File: src/design/pause_fc_pkg.sv
// Constants, field layouts and carrier types of the pause transmit block.
// Assumes one 125 MHz clock that moves one line byte per cycle at 1 Gb/s.
// Notes on behaviour
// - Hardware pause frames need the transmit enable.
// - Above high watermark send XOFF with time.
// - Shadow timer reaching threshold resends XOFF.
// - At low watermark, with XON enabled, send XON.
// - Overflow after XOFF sends one more pause.
// - Coalescing with empty transmit buffer uses alternate watermark.
// - Software request sends a pause frame.
// - Software request bit clears after its frame.
// - Software frames never arm the refresh timer.
// - Software frames ignore enable and negotiation.
// - Flow control off: pause frames are ordinary.
// - Gap lengthened in steps of four bytes.
// - Frames use control address, type and opcode.
// - Timers count quanta of 512 bit times.
`default_nettype none

package pause_fc_pkg;

  localparam int TH_W        = 13;
  localparam int TIMER_W     = 16;
  localparam int GAP_EXT_W   = 10;
  localparam int IDX_W       = 6;
  localparam int PRE_W       = 13;
  localparam int GAP_CNT_W   = 20;
  localparam int CPB_W       = 7;

  // Frame layout, byte offsets from the first destination byte.
  localparam logic [IDX_W-1:0] OFS_SA      = 6'h06;
  localparam logic [IDX_W-1:0] OFS_TYPE    = 6'h0C;
  localparam logic [IDX_W-1:0] OFS_OPC     = 6'h0E;
  localparam logic [IDX_W-1:0] OFS_TIME    = 6'h10;
  localparam logic [IDX_W-1:0] OFS_PAD     = 6'h12;
  localparam logic [IDX_W-1:0] FRAME_LAST  = 6'h3B;
  localparam logic [47:0]      CTRL_DA     = 48'h0180C2000001;
  localparam logic [15:0]      CTRL_TYPE   = 16'h8808;
  localparam logic [15:0]      PAUSE_OPC   = 16'h0001;
  localparam logic [7:0]       PAD_BYTE    = 8'h00;

  // Line timing.
  localparam int CLK_PERIOD_NS    = 8;
  localparam int BYTE_TIME_1G_NS  = 8;
  localparam int CPB_1000 = BYTE_TIME_1G_NS / CLK_PERIOD_NS;
  localparam int CPB_100  = (BYTE_TIME_1G_NS * 10) / CLK_PERIOD_NS;
  localparam int CPB_10   = (BYTE_TIME_1G_NS * 100) / CLK_PERIOD_NS;
  localparam int QUANTUM_BYTES    = 64;
  localparam int IPG_BYTES        = 12;
  localparam int GAP_STEP_BYTES   = 4;

  localparam logic [1:0] SPEED_10   = 2'h0;
  localparam logic [1:0] SPEED_100  = 2'h1;
  localparam logic [1:0] SPEED_1000 = 2'h2;

  typedef enum logic [1:0] {
    ST_IDLE = 2'b01,
    ST_SEND = 2'b10
  } tx_state_t;

  typedef enum logic [2:0] {
    KIND_HW  = 3'b001,
    KIND_XON = 3'b010,
    KIND_SW  = 3'b100
  } frame_kind_t;

  typedef struct packed {
    logic            valid;
    logic            last;
    logic [7:0]      data;
  } tx_byte_t;

  typedef struct packed {
    logic [TH_W-1:0] high;
    logic [TH_W-1:0] coalesceHigh;
    logic [TH_W-1:0] low;
  } fc_marks_t;

endpackage

`default_nettype wire

File: src/design/pause_frame_tx_flow_control.sv
// Transmit flow control: decides when to send XOFF and XON pause frames
// and emits their bytes, destination address to pad, one byte per beat.
// Assumes the downstream framer adds preamble and FCS, that the data path
// reports its frames and honours dataTxHold_q and gapOpen_q before starting.
`default_nettype none

module pause_frame_tx_flow_control #(
  parameter int GAP_EXT_W = pause_fc_pkg::GAP_EXT_W
) (
  input  wire logic                             clk,
  input  wire logic                             resetn,
  input  wire logic                             txPauseEnable,
  input  wire logic                             xonSendEnable,
  input  wire logic                             rxFlowEnable,
  input  wire pause_fc_pkg::fc_marks_t          marks,
  input  wire logic [pause_fc_pkg::TIMER_W-1:0] txPauseTimeValue,
  input  wire logic [pause_fc_pkg::TIMER_W-1:0] pauseRefreshThreshold,
  input  wire logic [pause_fc_pkg::TH_W-1:0]    rxFullness,
  input  wire logic                             rxOverflow,
  input  wire logic                             swPauseSet,
  input  wire logic                             dmaCoalesceEnable,
  input  wire logic                             dmaCoalesceActive,
  input  wire logic                             txBufferEmpty,
  input  wire logic [GAP_EXT_W-1:0]             gapExtension,
  input  wire logic [1:0]                       lineSpeed,
  input  wire logic [47:0]                      stationAddress,
  input  wire logic                             dataFrameActive,
  input  wire logic                             dataFrameEnd,
  input  wire logic                             rxControlFrameSeen,
  output pause_fc_pkg::tx_byte_t                txStream_q,
  output logic                                  dataTxHold_q,
  output logic                                  gapOpen_q,
  output logic                                  swPauseRequest_q,
  output logic                                  xoffActive_q,
  output logic                                  rxCountAsOrdinary_q
);

  initial begin
    if (GAP_EXT_W < 1 || GAP_EXT_W > pause_fc_pkg::GAP_EXT_W) begin
      $error("gap extension width out of range");
    end
  end

  pause_fc_pkg::tx_state_t            state_q, state_d;
  pause_fc_pkg::frame_kind_t          curKind_q, curKind_d, selKind;
  pause_fc_pkg::tx_byte_t             txStream_d;
  logic [pause_fc_pkg::IDX_W-1:0]     idx_q, idx_d;
  logic [pause_fc_pkg::TIMER_W-1:0]   timeField_q, timeField_d;
  logic [pause_fc_pkg::GAP_CNT_W-1:0] gapCnt_q, gapCnt_d, gapLoad;
  logic [pause_fc_pkg::CPB_W-1:0]     cyclesPerByte;
  logic [pause_fc_pkg::TH_W-1:0]      effHigh;
  logic [pause_fc_pkg::TIMER_W-1:0]   shadowCount;
  logic xoffPend_q, xoffPend_d, xonPend_q, xonPend_d;
  logic swPauseRequest_d, xoffActive_d, ovfUsed_q, ovfUsed_d;
  logic dataTxHold_d, gapOpen_d, rxCountAsOrdinary_d;
  logic above, atLow, startFrame, lastByte;
  logic timerLoad, timerStop, shadowRunning, refreshHit, shadowExpired;

  // Byte of the pause frame at a given offset.
  function automatic logic [7:0] frameByte(
    input logic [pause_fc_pkg::IDX_W-1:0]   i,
    input logic [47:0]                      sa,
    input logic [pause_fc_pkg::TIMER_W-1:0] tf
  );
    int k;
    k = int'(i);
    if (i < pause_fc_pkg::OFS_SA) begin
      frameByte = pause_fc_pkg::CTRL_DA[
        8*(int'(pause_fc_pkg::OFS_SA)-1-k)+:8];
    end else if (i < pause_fc_pkg::OFS_TYPE) begin
      frameByte = sa[8*(int'(pause_fc_pkg::OFS_TYPE)-1-k)+:8];
    end else if (i < pause_fc_pkg::OFS_OPC) begin
      frameByte = pause_fc_pkg::CTRL_TYPE[
        8*(int'(pause_fc_pkg::OFS_OPC)-1-k)+:8];
    end else if (i < pause_fc_pkg::OFS_TIME) begin
      frameByte = pause_fc_pkg::PAUSE_OPC[
        8*(int'(pause_fc_pkg::OFS_TIME)-1-k)+:8];
    end else if (i < pause_fc_pkg::OFS_PAD) begin
      frameByte = tf[8*(int'(pause_fc_pkg::OFS_PAD)-1-k)+:8];
    end else begin
      frameByte = pause_fc_pkg::PAD_BYTE;
    end
  endfunction

  // Line rate to clock cycles per byte, and the watermark comparisons.
  always_comb begin
    unique case (lineSpeed)
      pause_fc_pkg::SPEED_100: cyclesPerByte = 7'(pause_fc_pkg::CPB_100);
      pause_fc_pkg::SPEED_10:  cyclesPerByte = 7'(pause_fc_pkg::CPB_10);
      default:                 cyclesPerByte = 7'(pause_fc_pkg::CPB_1000);
    endcase
    effHigh = (dmaCoalesceEnable && dmaCoalesceActive && txBufferEmpty) ?
              marks.coalesceHigh : marks.high;
    above = (rxFullness > effHigh);
    atLow = (rxFullness <= marks.low);
  end

  // Base gap plus the extension in four-byte steps, scaled to the rate.
  assign gapLoad = pause_fc_pkg::GAP_CNT_W'(
    (pause_fc_pkg::IPG_BYTES + pause_fc_pkg::GAP_STEP_BYTES *
     int'(gapExtension)) * int'(cyclesPerByte));

  // Pending requests, frame start selection and the byte sequencer.
  always_comb begin
    xoffPend_d       = xoffPend_q;
    xonPend_d        = xonPend_q;
    ovfUsed_d        = ovfUsed_q;
    xoffActive_d     = xoffActive_q;
    swPauseRequest_d = swPauseRequest_q;
    state_d          = state_q;
    curKind_d        = curKind_q;
    idx_d            = idx_q;
    timeField_d      = timeField_q;
    txStream_d       = '0;
    timerLoad        = 1'b0;
    timerStop        = 1'b0;
    selKind          = pause_fc_pkg::KIND_HW;
    lastByte         = (state_q == pause_fc_pkg::ST_SEND) &&
                       (idx_q == pause_fc_pkg::FRAME_LAST);
    // Hardware triggers are dropped entirely while the enable is off.
    if (!txPauseEnable) begin
      xoffPend_d   = 1'b0;
      xonPend_d    = 1'b0;
      xoffActive_d = 1'b0;
    end else begin
      if (above && !xoffActive_q) begin
        xoffPend_d = 1'b1;
      end
      if (refreshHit && xoffActive_q && above) begin
        xoffPend_d = 1'b1;
      end
      if (rxOverflow && xoffActive_q && !ovfUsed_q) begin
        xoffPend_d = 1'b1;
        ovfUsed_d  = 1'b1;
      end
      if (xonSendEnable && xoffActive_q && atLow && !above) begin
        xonPend_d = 1'b1;
      end
      if (shadowExpired) begin
        xoffActive_d = 1'b0;
      end
    end
    // A frame starts only between data frames, once the gap has run out.
    startFrame = (state_q == pause_fc_pkg::ST_IDLE) && !dataFrameActive &&
                 gapOpen_q && (((xoffPend_q || xonPend_q) && txPauseEnable)
                 || swPauseRequest_q);
    if (xoffPend_q && txPauseEnable) begin
      selKind = pause_fc_pkg::KIND_HW;
    end else if (swPauseRequest_q) begin
      selKind = pause_fc_pkg::KIND_SW;
    end else begin
      selKind = pause_fc_pkg::KIND_XON;
    end
    if (startFrame) begin
      state_d   = pause_fc_pkg::ST_SEND;
      curKind_d = selKind;
      idx_d     = '0;
      unique case (selKind)
        pause_fc_pkg::KIND_HW: begin
          timeField_d  = txPauseTimeValue;
          xoffPend_d   = 1'b0;
          xonPend_d    = 1'b0;
          xoffActive_d = 1'b1;
          timerLoad    = 1'b1;
        end
        pause_fc_pkg::KIND_XON: begin
          timeField_d  = '0;
          xonPend_d    = 1'b0;
          xoffActive_d = 1'b0;
          ovfUsed_d    = 1'b0;
          timerStop    = 1'b1;
        end
        pause_fc_pkg::KIND_SW: begin
          timeField_d = txPauseTimeValue;
        end
      endcase
    end
    if (state_q == pause_fc_pkg::ST_SEND) begin
      txStream_d.valid = 1'b1;
      txStream_d.last  = lastByte;
      txStream_d.data  = frameByte(idx_q, stationAddress,
                                   timeField_q);
      idx_d = idx_q + 1'b1;
      if (lastByte) begin
        state_d = pause_fc_pkg::ST_IDLE;
        if (curKind_q == pause_fc_pkg::KIND_SW) begin
          swPauseRequest_d = 1'b0;
        end
      end
    end
    if (swPauseSet) begin
      swPauseRequest_d = 1'b1;
    end
  end

  // Gap timer, hold towards the data path, and receive classification.
  always_comb begin
    gapCnt_d = gapCnt_q;
    if (dataFrameEnd || lastByte) begin
      gapCnt_d = gapLoad;
    end else if (gapCnt_q != '0) begin
      gapCnt_d = gapCnt_q - 1'b1;
    end
    gapOpen_d = (gapCnt_d == '0) && !dataFrameActive;
    dataTxHold_d = (state_d == pause_fc_pkg::ST_SEND) || xoffPend_d ||
                   xonPend_d || swPauseRequest_d;
    rxCountAsOrdinary_d = rxControlFrameSeen && !rxFlowEnable;
  end

  pause_quanta_timer u_shadow (
    .clk           (clk),
    .resetn        (resetn),
    .load          (timerLoad),
    .loadValue     (txPauseTimeValue),
    .stop          (timerStop),
    .threshold     (pauseRefreshThreshold),
    .cyclesPerByte (cyclesPerByte),
    .count_q       (shadowCount),
    .running_q     (shadowRunning),
    .reached_q     (refreshHit),
    .expired_q     (shadowExpired)
  );

  // Registers all state of the block.
  always_ff @(posedge clk or negedge resetn) begin
    if (!resetn) begin
      state_q             <= pause_fc_pkg::ST_IDLE;
      curKind_q           <= pause_fc_pkg::KIND_HW;
      idx_q               <= '0;
      timeField_q         <= '0;
      txStream_q          <= '0;
      xoffPend_q          <= 1'b0;
      xonPend_q           <= 1'b0;
      ovfUsed_q           <= 1'b0;
      xoffActive_q        <= 1'b0;
      swPauseRequest_q    <= 1'b0;
      gapCnt_q            <= '0;
      gapOpen_q           <= 1'b1;
      dataTxHold_q        <= 1'b0;
      rxCountAsOrdinary_q <= 1'b0;
    end else begin
      state_q             <= state_d;
      curKind_q           <= curKind_d;
      idx_q               <= idx_d;
      timeField_q         <= timeField_d;
      txStream_q          <= txStream_d;
      xoffPend_q          <= xoffPend_d;
      xonPend_q           <= xonPend_d;
      ovfUsed_q           <= ovfUsed_d;
      xoffActive_q        <= xoffActive_d;
      swPauseRequest_q    <= swPauseRequest_d;
      gapCnt_q            <= gapCnt_d;
      gapOpen_q           <= gapOpen_d;
      dataTxHold_q        <= dataTxHold_d;
      rxCountAsOrdinary_q <= rxCountAsOrdinary_d;
    end
  end
endmodule // pause_frame_tx_flow_control

`default_nettype wire

File: src/design/pause_quanta_timer.sv
// Shadow of the link partner's pause timer, counted in pause quanta.
// Assumes the caller supplies the clock cycles per line byte.
`default_nettype none

module pause_quanta_timer (
  input  wire logic                                clk,
  input  wire logic                                resetn,
  input  wire logic                                load,
  input  wire logic [pause_fc_pkg::TIMER_W-1:0]    loadValue,
  input  wire logic                                stop,
  input  wire logic [pause_fc_pkg::TIMER_W-1:0]    threshold,
  input  wire logic [pause_fc_pkg::CPB_W-1:0]      cyclesPerByte,
  output logic      [pause_fc_pkg::TIMER_W-1:0]    count_q,
  output logic                                     running_q,
  output logic                                     reached_q,
  output logic                                     expired_q
);

  logic [pause_fc_pkg::PRE_W-1:0]   pre_q, pre_d;
  logic [pause_fc_pkg::PRE_W-1:0]   quantumCycles;
  logic [pause_fc_pkg::TIMER_W-1:0] count_d;
  logic                             running_d, reached_d, expired_d;

  // One quantum is 64 byte times at the current line rate.
  assign quantumCycles = pause_fc_pkg::PRE_W'(
    pause_fc_pkg::QUANTUM_BYTES * int'(cyclesPerByte));

  // Counts down one quantum at a time; a load restarts, stop halts.
  always_comb begin
    pre_d     = pre_q;
    count_d   = count_q;
    running_d = running_q;
    reached_d = 1'b0;
    expired_d = 1'b0;
    if (load) begin
      count_d   = loadValue;
      running_d = (loadValue != '0);
      pre_d     = '0;
    end else if (stop) begin
      running_d = 1'b0;
    end else if (running_q) begin
      if (pre_q == quantumCycles - 1'b1) begin
        pre_d   = '0;
        count_d = count_q - 1'b1;
        reached_d = (count_d == threshold);
        if (count_d == '0) begin
          running_d = 1'b0;
          expired_d = 1'b1;
        end
      end else begin
        pre_d = pre_q + 1'b1;
      end
    end
  end

  // Registers the timer state.
  always_ff @(posedge clk or negedge resetn) begin
    if (!resetn) begin
      pre_q     <= '0;
      count_q   <= '0;
      running_q <= 1'b0;
      reached_q <= 1'b0;
      expired_q <= 1'b0;
    end else begin
      pre_q     <= pre_d;
      count_q   <= count_d;
      running_q <= running_d;
      reached_q <= reached_d;
      expired_q <= expired_d;
    end
  end

endmodule // pause_quanta_timer

`default_nettype wire

File: config.mk
export PLATFORM = sky130hd
export DESIGN_NAME = pause_frame_tx_flow_control
export DESIGN_NICKNAME = d
export VERILOG_FILES = /design/src/design/pause_fc_pkg.sv /design/src/design/pause_frame_tx_flow_control.sv /design/src/design/pause_quanta_timer.sv
export SDC_FILE = /design/constraint.sdc
export NUM_CORES = 1
export LEC_CHECK = 0
export BUFFER_PORTS_ARGS = -buffer_cell sky130_fd_sc_hd__buf_4
export CORE_UTILIZATION = 35
export CTS_CLUSTER_SIZE = 10
export DETAILED_ROUTE_END_ITERATION = 10
export PLACE_DENSITY = 0.57
export SLEW_MARGIN = 0
export SYNTH_ARGS = -nofsm -noshare
export SYNTH_HDL_FRONTEND = slang
export SYNTH_HIERARCHICAL = 1
export SYNTH_SLANG_ARGS = --single-unit
File: constraint.sdc
create_clock -name clk -period 5.3 [get_ports clk]
set_input_delay 0 -clock clk [delete_from_list [all_inputs] [get_ports clk]]
set_output_delay 0 -clock clk [all_outputs]
set_load 0.01 [all_outputs]
# After elaboration in Yosys (flattened, before gate mapping)
# Cells that the tools add are included.
dict set report totals {
  register_bits 97
  latch_bits 0
  mem_bits_rw 0
  mem_bits_ro 0
  input_bits 157
  output_inout_bits 15
  elab_cells 164
  n_memories 0
}
dict set report classes {
  add_sub_neg 11
  multipliers 1
  n_div 0
  magnitude_cmp 7
  n_eq_ne 12
  shifts 5
  muxes 66
  bitwise 0
  reduce_logical 41
}
# cell count
set op_table {}
lappend op_table {{$mux W13} 5}
lappend op_table {{$mux W16} 4}
lappend op_table {{$shiftx A48 B10 Y8} 1}
lappend op_table {{$shiftx A48 B10 Y8 const A} 1}
lappend op_table {{$mux W20} 2}
lappend op_table {{$mux W8} 5}
lappend op_table {{$mux W1} 39}
lappend op_table {{$pmux W16 S2} 1}
lappend op_table {{$shiftx A16 B10 Y8 const A} 2}
lappend op_table {{$sub A4 B6 Y7 const A} 3}
lappend op_table {{$logic_not A20 Y1} 1}
lappend op_table {{$mul A13 B7 Y20} 1}
lappend op_table {{$reduce_bool A20 Y1} 1}
lappend op_table {{$sub A20 B1 Y20 const B} 1}
lappend op_table {{$logic_and A1 B1 Y1} 18}
lappend op_table {{$eq A16 B16 Y1} 1}
lappend op_table {{$logic_not A16 Y1} 1}
lappend op_table {{$reduce_bool A16 Y1} 1}
lappend op_table {{$shiftx A16 B10 Y8} 1}
lappend op_table {{$sub A16 B1 Y16 const B} 1}
lappend op_table {{$pmux W7 S2} 1}
lappend op_table {{$add A13 B1 Y13 const B} 1}
lappend op_table {{$add A4 B12 Y13 const A} 1}
lappend op_table {{$eq A13 B13 Y1} 1}
lappend op_table {{other kinds (28)} 49}

# Longest topological paths before layout
dict set report logic_depth {
  depth_word 14
  mapped_depth 25
  mapped_depth_nobuf 24
}

# Hierarchy
# The synthesis kept the hierarchy.
# mod n_inst cells_per_inst area_each_um2 seq_area_each_um2
set modules_own_cells {}
lappend modules_own_cells {pause_frame_tx_flow_control 1 765 6879.1 1630.3}
lappend modules_own_cells {pause_quanta_timer 1 315 2521.2 800.8}

# Worst setup path after synthesis
# No wires, ideal clock.
dict set report synth_timing {
  kind {input to register}
  startpoint {input port gapExtension[0]}
  endpoint {register gapOpen_q}
  setup_time_ns 0.090
  t_arrival_ns 5.485
  required_time_ns 5.210
  path_slack_ns -0.275
  cell_stages 24
  n_path_buf 1
  path_cell_list {inv_1 -> ha_1 -> nor2_1 -> nand3_1 -> xnor2_1 -> and2_1 -> inv_1 -> fa_1 -> inv_1 -> fa_1 -> fa_1 -> inv_1 -> fa_1 -> inv_1 -> ha_1 -> buf_6 -> a2111oi_4 -> o21ai_2 -> a31o_1 -> a221o_1 -> xnor2_1 -> o22ai_1 -> or4_1 -> nor4_2}
}
dict set report synth_between {
  elab_chain_cells 5
}
# item line_no
set synth_rtl {}
lappend synth_rtl {{from (decl)} pause_frame_tx_flow_control.sv:24} ;# input wire logic [GAP_EXT_W-1:0] gapExtension,
lappend synth_rtl {{$add A4 B12 Y13} pause_frame_tx_flow_control.sv:100} ;# (pause_fc_pkg::IPG_BYTES + pause_fc_pkg::GAP_STEP_BYTES *
lappend synth_rtl {{$mul A13 B7 Y20} pause_frame_tx_flow_control.sv:101} ;# int'(gapExtension)) * int'(cyclesPerByte));
lappend synth_rtl {{$mux W20} pause_frame_tx_flow_control.sv:199} ;# if (dataFrameEnd || lastByte) begin
lappend synth_rtl {{named net gapCnt_d, one bit} pause_frame_tx_flow_control.sv:49} ;# logic [pause_fc_pkg::GAP_CNT_W-1:0] gapCnt_q, gapCnt_d, gapLoad;
lappend synth_rtl {{$logic_not A20 Y1} pause_frame_tx_flow_control.sv:204} ;# gapOpen_d = (gapCnt_d == '0) && !dataFrameActive;
lappend synth_rtl {{$logic_and A1 B1 Y1} pause_frame_tx_flow_control.sv:204}
lappend synth_rtl {{named net gapOpen_d} pause_frame_tx_flow_control.sv:55} ;# logic dataTxHold_d, gapOpen_d, rxCountAsOrdinary_d;
lappend synth_rtl {{to (signal assigned)} pause_frame_tx_flow_control.sv:253} ;# gapOpen_q <= gapOpen_d;
lappend synth_rtl {{to (decl)} pause_frame_tx_flow_control.sv:32} ;# output logic gapOpen_q,
# The timed path passes the listed nets, and every way through them passes these cells.
# A chain may end at the register's enable or synchronous reset.

# Final worst setup path
dict set report layout_timing {
  startpoint {input port gapExtension[1]}
  endpoint {register gapOpen_q}
}
# The elaborated chain is that of the path after synthesis.

==> implementation parameters <==
Parameter                              Value

Run status
  Result of the run ... finished with violations
  Violated checks ... design-rule violations

Worst setup path
  Launching element of the worst setup path ... gapExtension[1]
  Max FO, Critical Path ... 5
  Element type at the critical path end ... flop
  Worst Path Buf+Inv ... 6
  Terminus of the critical flop-to-flop path ... gapOpen_q$_DFF_PN1_
  Most frequent cell on the critical path ... inv_1
  Data required, critical path ... 5560 ps
  Startpoint-to-endpoint class of the critical path ... input pin to flop
  Peak per-stage delay on the critical path ... 530 ps
  End point of the critical path ... gapOpen_q$_DFF_PN1_
  Type of element launching the critical path ... input pin
  CP max-delay cell ... or4_1
  FF-to-FF path depth ... 9
  CP Depth ... 25
  Worst reg2reg path startpoint ... idx_q[1]$_DFFE_PN0P_
  Setup slack on the worst flop-to-flop path ... 1980 ps
  WP data arrival ... 5300 ps
  Cell family with the largest share of critical-path delay ... adder cells

Global route
  First-pass GRT wire length ... 41900 µm
  Tot GR Track Use ... 0.185
  Largest net degree at the start of global routing ... 77
  Total overflow reported by the global router ... 0
  Vias in the first global route ... 8220
  Number of antenna violations at the first check in global routing ... 0

Routing
  Per-cell routed wire length ... 15.2 µm
  Post-route antenna net violation count ... 0
  Violation count after the first detailed-route iteration ... 436
  TritonRoute pass-1 iters ... 8
  Total wire length ... 25000 µm
  Number of remaining DRC errors ... 25
  Via count ... 8440
  Via-per-instance ratio ... 5.15

Timing
  Upper clock frequency limit ... 198 MHz
  TNS Setup ... 0 ps
  Final Hold Fails ... 0
  Setup repair after global routing missed its margin ... false
  Setup-violating endpoint count in the final report ... 0
  Worst Hold Margin ... 83.5 ps
  Headroom to the max-slew limit ... 0.339
  Setup skew after layout ... 10.3 ps
  Final min period ... 5040 ps
  Max-slew violation count ... 0
  Worst Max-Slew Pin Slew ... 992 ps
  Period Utilization, post-route ... 0.951
  Final critical-path setup slack ... 260 ps

Floorplan
  Std-Cell Core Area ... 26200 µm²
  I/O pins ... 172
  Die Height ... 166 µm
  Full die area ... 27500 µm²
  Starting Density ... 0.359
  Number of core rows ... 59
  Width of the die ... 166 µm

Logic synthesis
  Part of the Yosys area used for sequential elements ... 0.259
  Number of flops mapped to enable cells by yosys ... 0
  Mapped Avg Cell Area ... 8.70 µm²
  Cell area after synthesis ... 9400 µm²
  Adder-Cell Fraction of Synth Area ... 0.186
  Dominant combinational cell family by area after synthesis ... simple AND/OR/NAND/NOR gates
  Number of distinct standard cells referenced by the synthesized netlist ... 81
  Share of the synthesized netlist area taken by xor and xnor gates ... 0.0839
  Cell count after synthesis ... 1080
  Number of warnings issued by yosys ... 6
  Most used flip-flop cell after synthesis ... dfrtp_1
  Area fraction in and, or, nand and nor cells after synthesis ... 0.196
  Fraction of synthesized area in multiplexers ... 0.0523
  Number of flip-flops and latches in the synthesized netlist ... 97
  Synthesized-area fraction occupied by ao, oa, aoi and oai cells ... 0.158
  Share of async-settable or async-resettable flops after synthesis ... 1.00

Layout
  Final-stage net count ... 1575
  Number of inserted diodes ... 0
  Area added between synthesis and finish ... 26.7%
  Post-route core utilization ... 0.454
  Share of final-layout standard cells stronger than drive strength 1 ... 0.226
  Count of filler cells inserted in the layout ... 2574

Power and ir drop
  Pleak ... 5.80 nW
  Power density over the cells ... 191 nW/µm²
  Power Total ... 2.27 mW
  Worst IR Drop VDD ... 0.165 mV

Clock network
  Clk sink count ... 97
  CTS H-tree depth ... 3
  Clock slew at reported path FFs ... 80 ps
  Worst skew pair latency ... 360 ps
  Clock buffer count from CTS ... 9
  CTS tree ... done
  Clock Tree Root ... clkbuf_16
  Worst-case clock buffer depth ... 2

Place
  Count of input and output buffers ... 171
  Routability Congestion ... 0.853
  Detailed placement HPWL ... 19700 µm
  Pre-CTS setup slack ... -237 ps

Hold path
  Worst min-delay path class ... input pin to asynchronous set/reset pin

Job
  # Max-Cap Violations ... 0
## cell type report
type	instances	area, µm²	share of cell area
clock buffers	9	225	0.0189
clock inverters	7	55.1	0.00462
inverters	119	447	0.0375
multi-input cells	826	6440	0.541
flip-flops and latches	97	2430	0.204
well taps	335	419	0.0352
repair buffers	245	1890	0.159
## worst reg2reg max path: stages (launching register included)
cell and delay, ps:
dfrtp_1 730, ha_1 320, nand3b_1 130, nor2_1 510
nor2_2 320, nand2_1 240, nor2_1 80, o22a_1 220
or4_1 530, nor4_2 150
## cell usage after synthesis (16+ instances only)
library cell	n	share of area
inv_1	118	0.047
dfrtp_1	94	0.25
ha_1	88	0.12
nand2_1	88	0.035
nor2_1	72	0.029
xnor2_1	54	0.050
o21ai_0	46	0.024
a21oi_1	41	0.022
xor2_1	36	0.034
nand3_1	35	0.019
fa_1	32	0.068
clkbuf_1	30	0.012
nor3_1	30	0.016
mux2i_1	21	0.022
a21o_1	20	0.016
nor4_1	20	0.013
nand4_1	16	0.011
## placed cells by master, fill, tap and decap left out, types with 20 or more instances in the layout
cell type	netlist	routed
buf_4	0	223
inv_1	118	117
dfrtp_1	94	94
nand2_1	88	88
ha_1	88	86
nor2_1	72	70
xnor2_1	54	52
o21ai_0	46	46
a21oi_1	41	41
xor2_1	36	36
nand3_1	35	34
fa_1	32	32
nor3_1	30	30
dlygate4sd3_1	0	22
mux2i_1	21	21
a21o_1	20	20
nor4_1	20	20
## power breakdown
part           total (mW)  switching (mW)  leakage, nW  internal (mW)
logic               0.802           0.403         4.42          0.399
registers           0.842          0.0581         1.25          0.784
clock network       0.629           0.306        0.132          0.323
## worst min path at each step
stage / cells past startpoint / endpoint / slack [ps] / startpoint
5_1_grt: 2 / txStream_q[3]$_DFF_PN0_ / 110 / resetn
4_1_cts: 2 / txStream_q[5]$_DFF_PN0_ / 100 / resetn
2_1_floorplan: 0 / curKind_q[1]$_DFFE_PN0P_ / -300 / resetn
3_5_place_dp: 1 / dataTxHold_q$_DFF_PN0_ / -80 / resetn
3_3_place_gp: 1 / dataTxHold_q$_DFF_PN0_ / -80 / resetn
6_report: 2 / txStream_q[3]$_DFF_PN0_ / 80 / resetn
## state kept, by name (all words and copies together) (netlist names), 2 cells and up
signal / flops
state_q: 2
curKind_q: 3
u_shadow/pre_q: 13
timeField_q: 16
idx_q: 6
txStream_q: 10
gapCnt_q: 20
u_shadow/count_q: 16
## metal layers
metal / share of wire / track usage / up-vias
li1: - / - / 4239
met1: 0.48 / 0.256 / 3980
met2: 0.46 / 0.302 / 199
met3: 0.049 / 0.0253 / 22
met4: 0.014 / 0.0479 / 0
met5: 0 / 0 / -
## metrics by stage
step | instances | cell area [µm²]
after CTS | 1636 | 11900
after floorplan | 1081 | 9450
after global routing | 1638 | 11900
after detailed placement | 1598 | 11400
after global placement | 1598 | 11400
final | 1638 | 11900
## cells by family after synthesis
family | Yosys count
XOR/XNOR | 90
adder cells (fa/ha/maj) | 121
buffers and inverters | 158
AND/OR/NAND/NOR | 356
multiplexers | 38
flip-flops | 97
AO/OA/AOI/OAI | 219
other | 1
## what timing repair did
item / in CTS / in global routing
setup endpoints to repair: 0 / 1
setup buffers: 0 / 2
endpoints found under the hold margin: 60 / 0
hold buffers: 22 / 0
gates resized for setup: 0 / 6
Power figures use the tool's default switching activity.
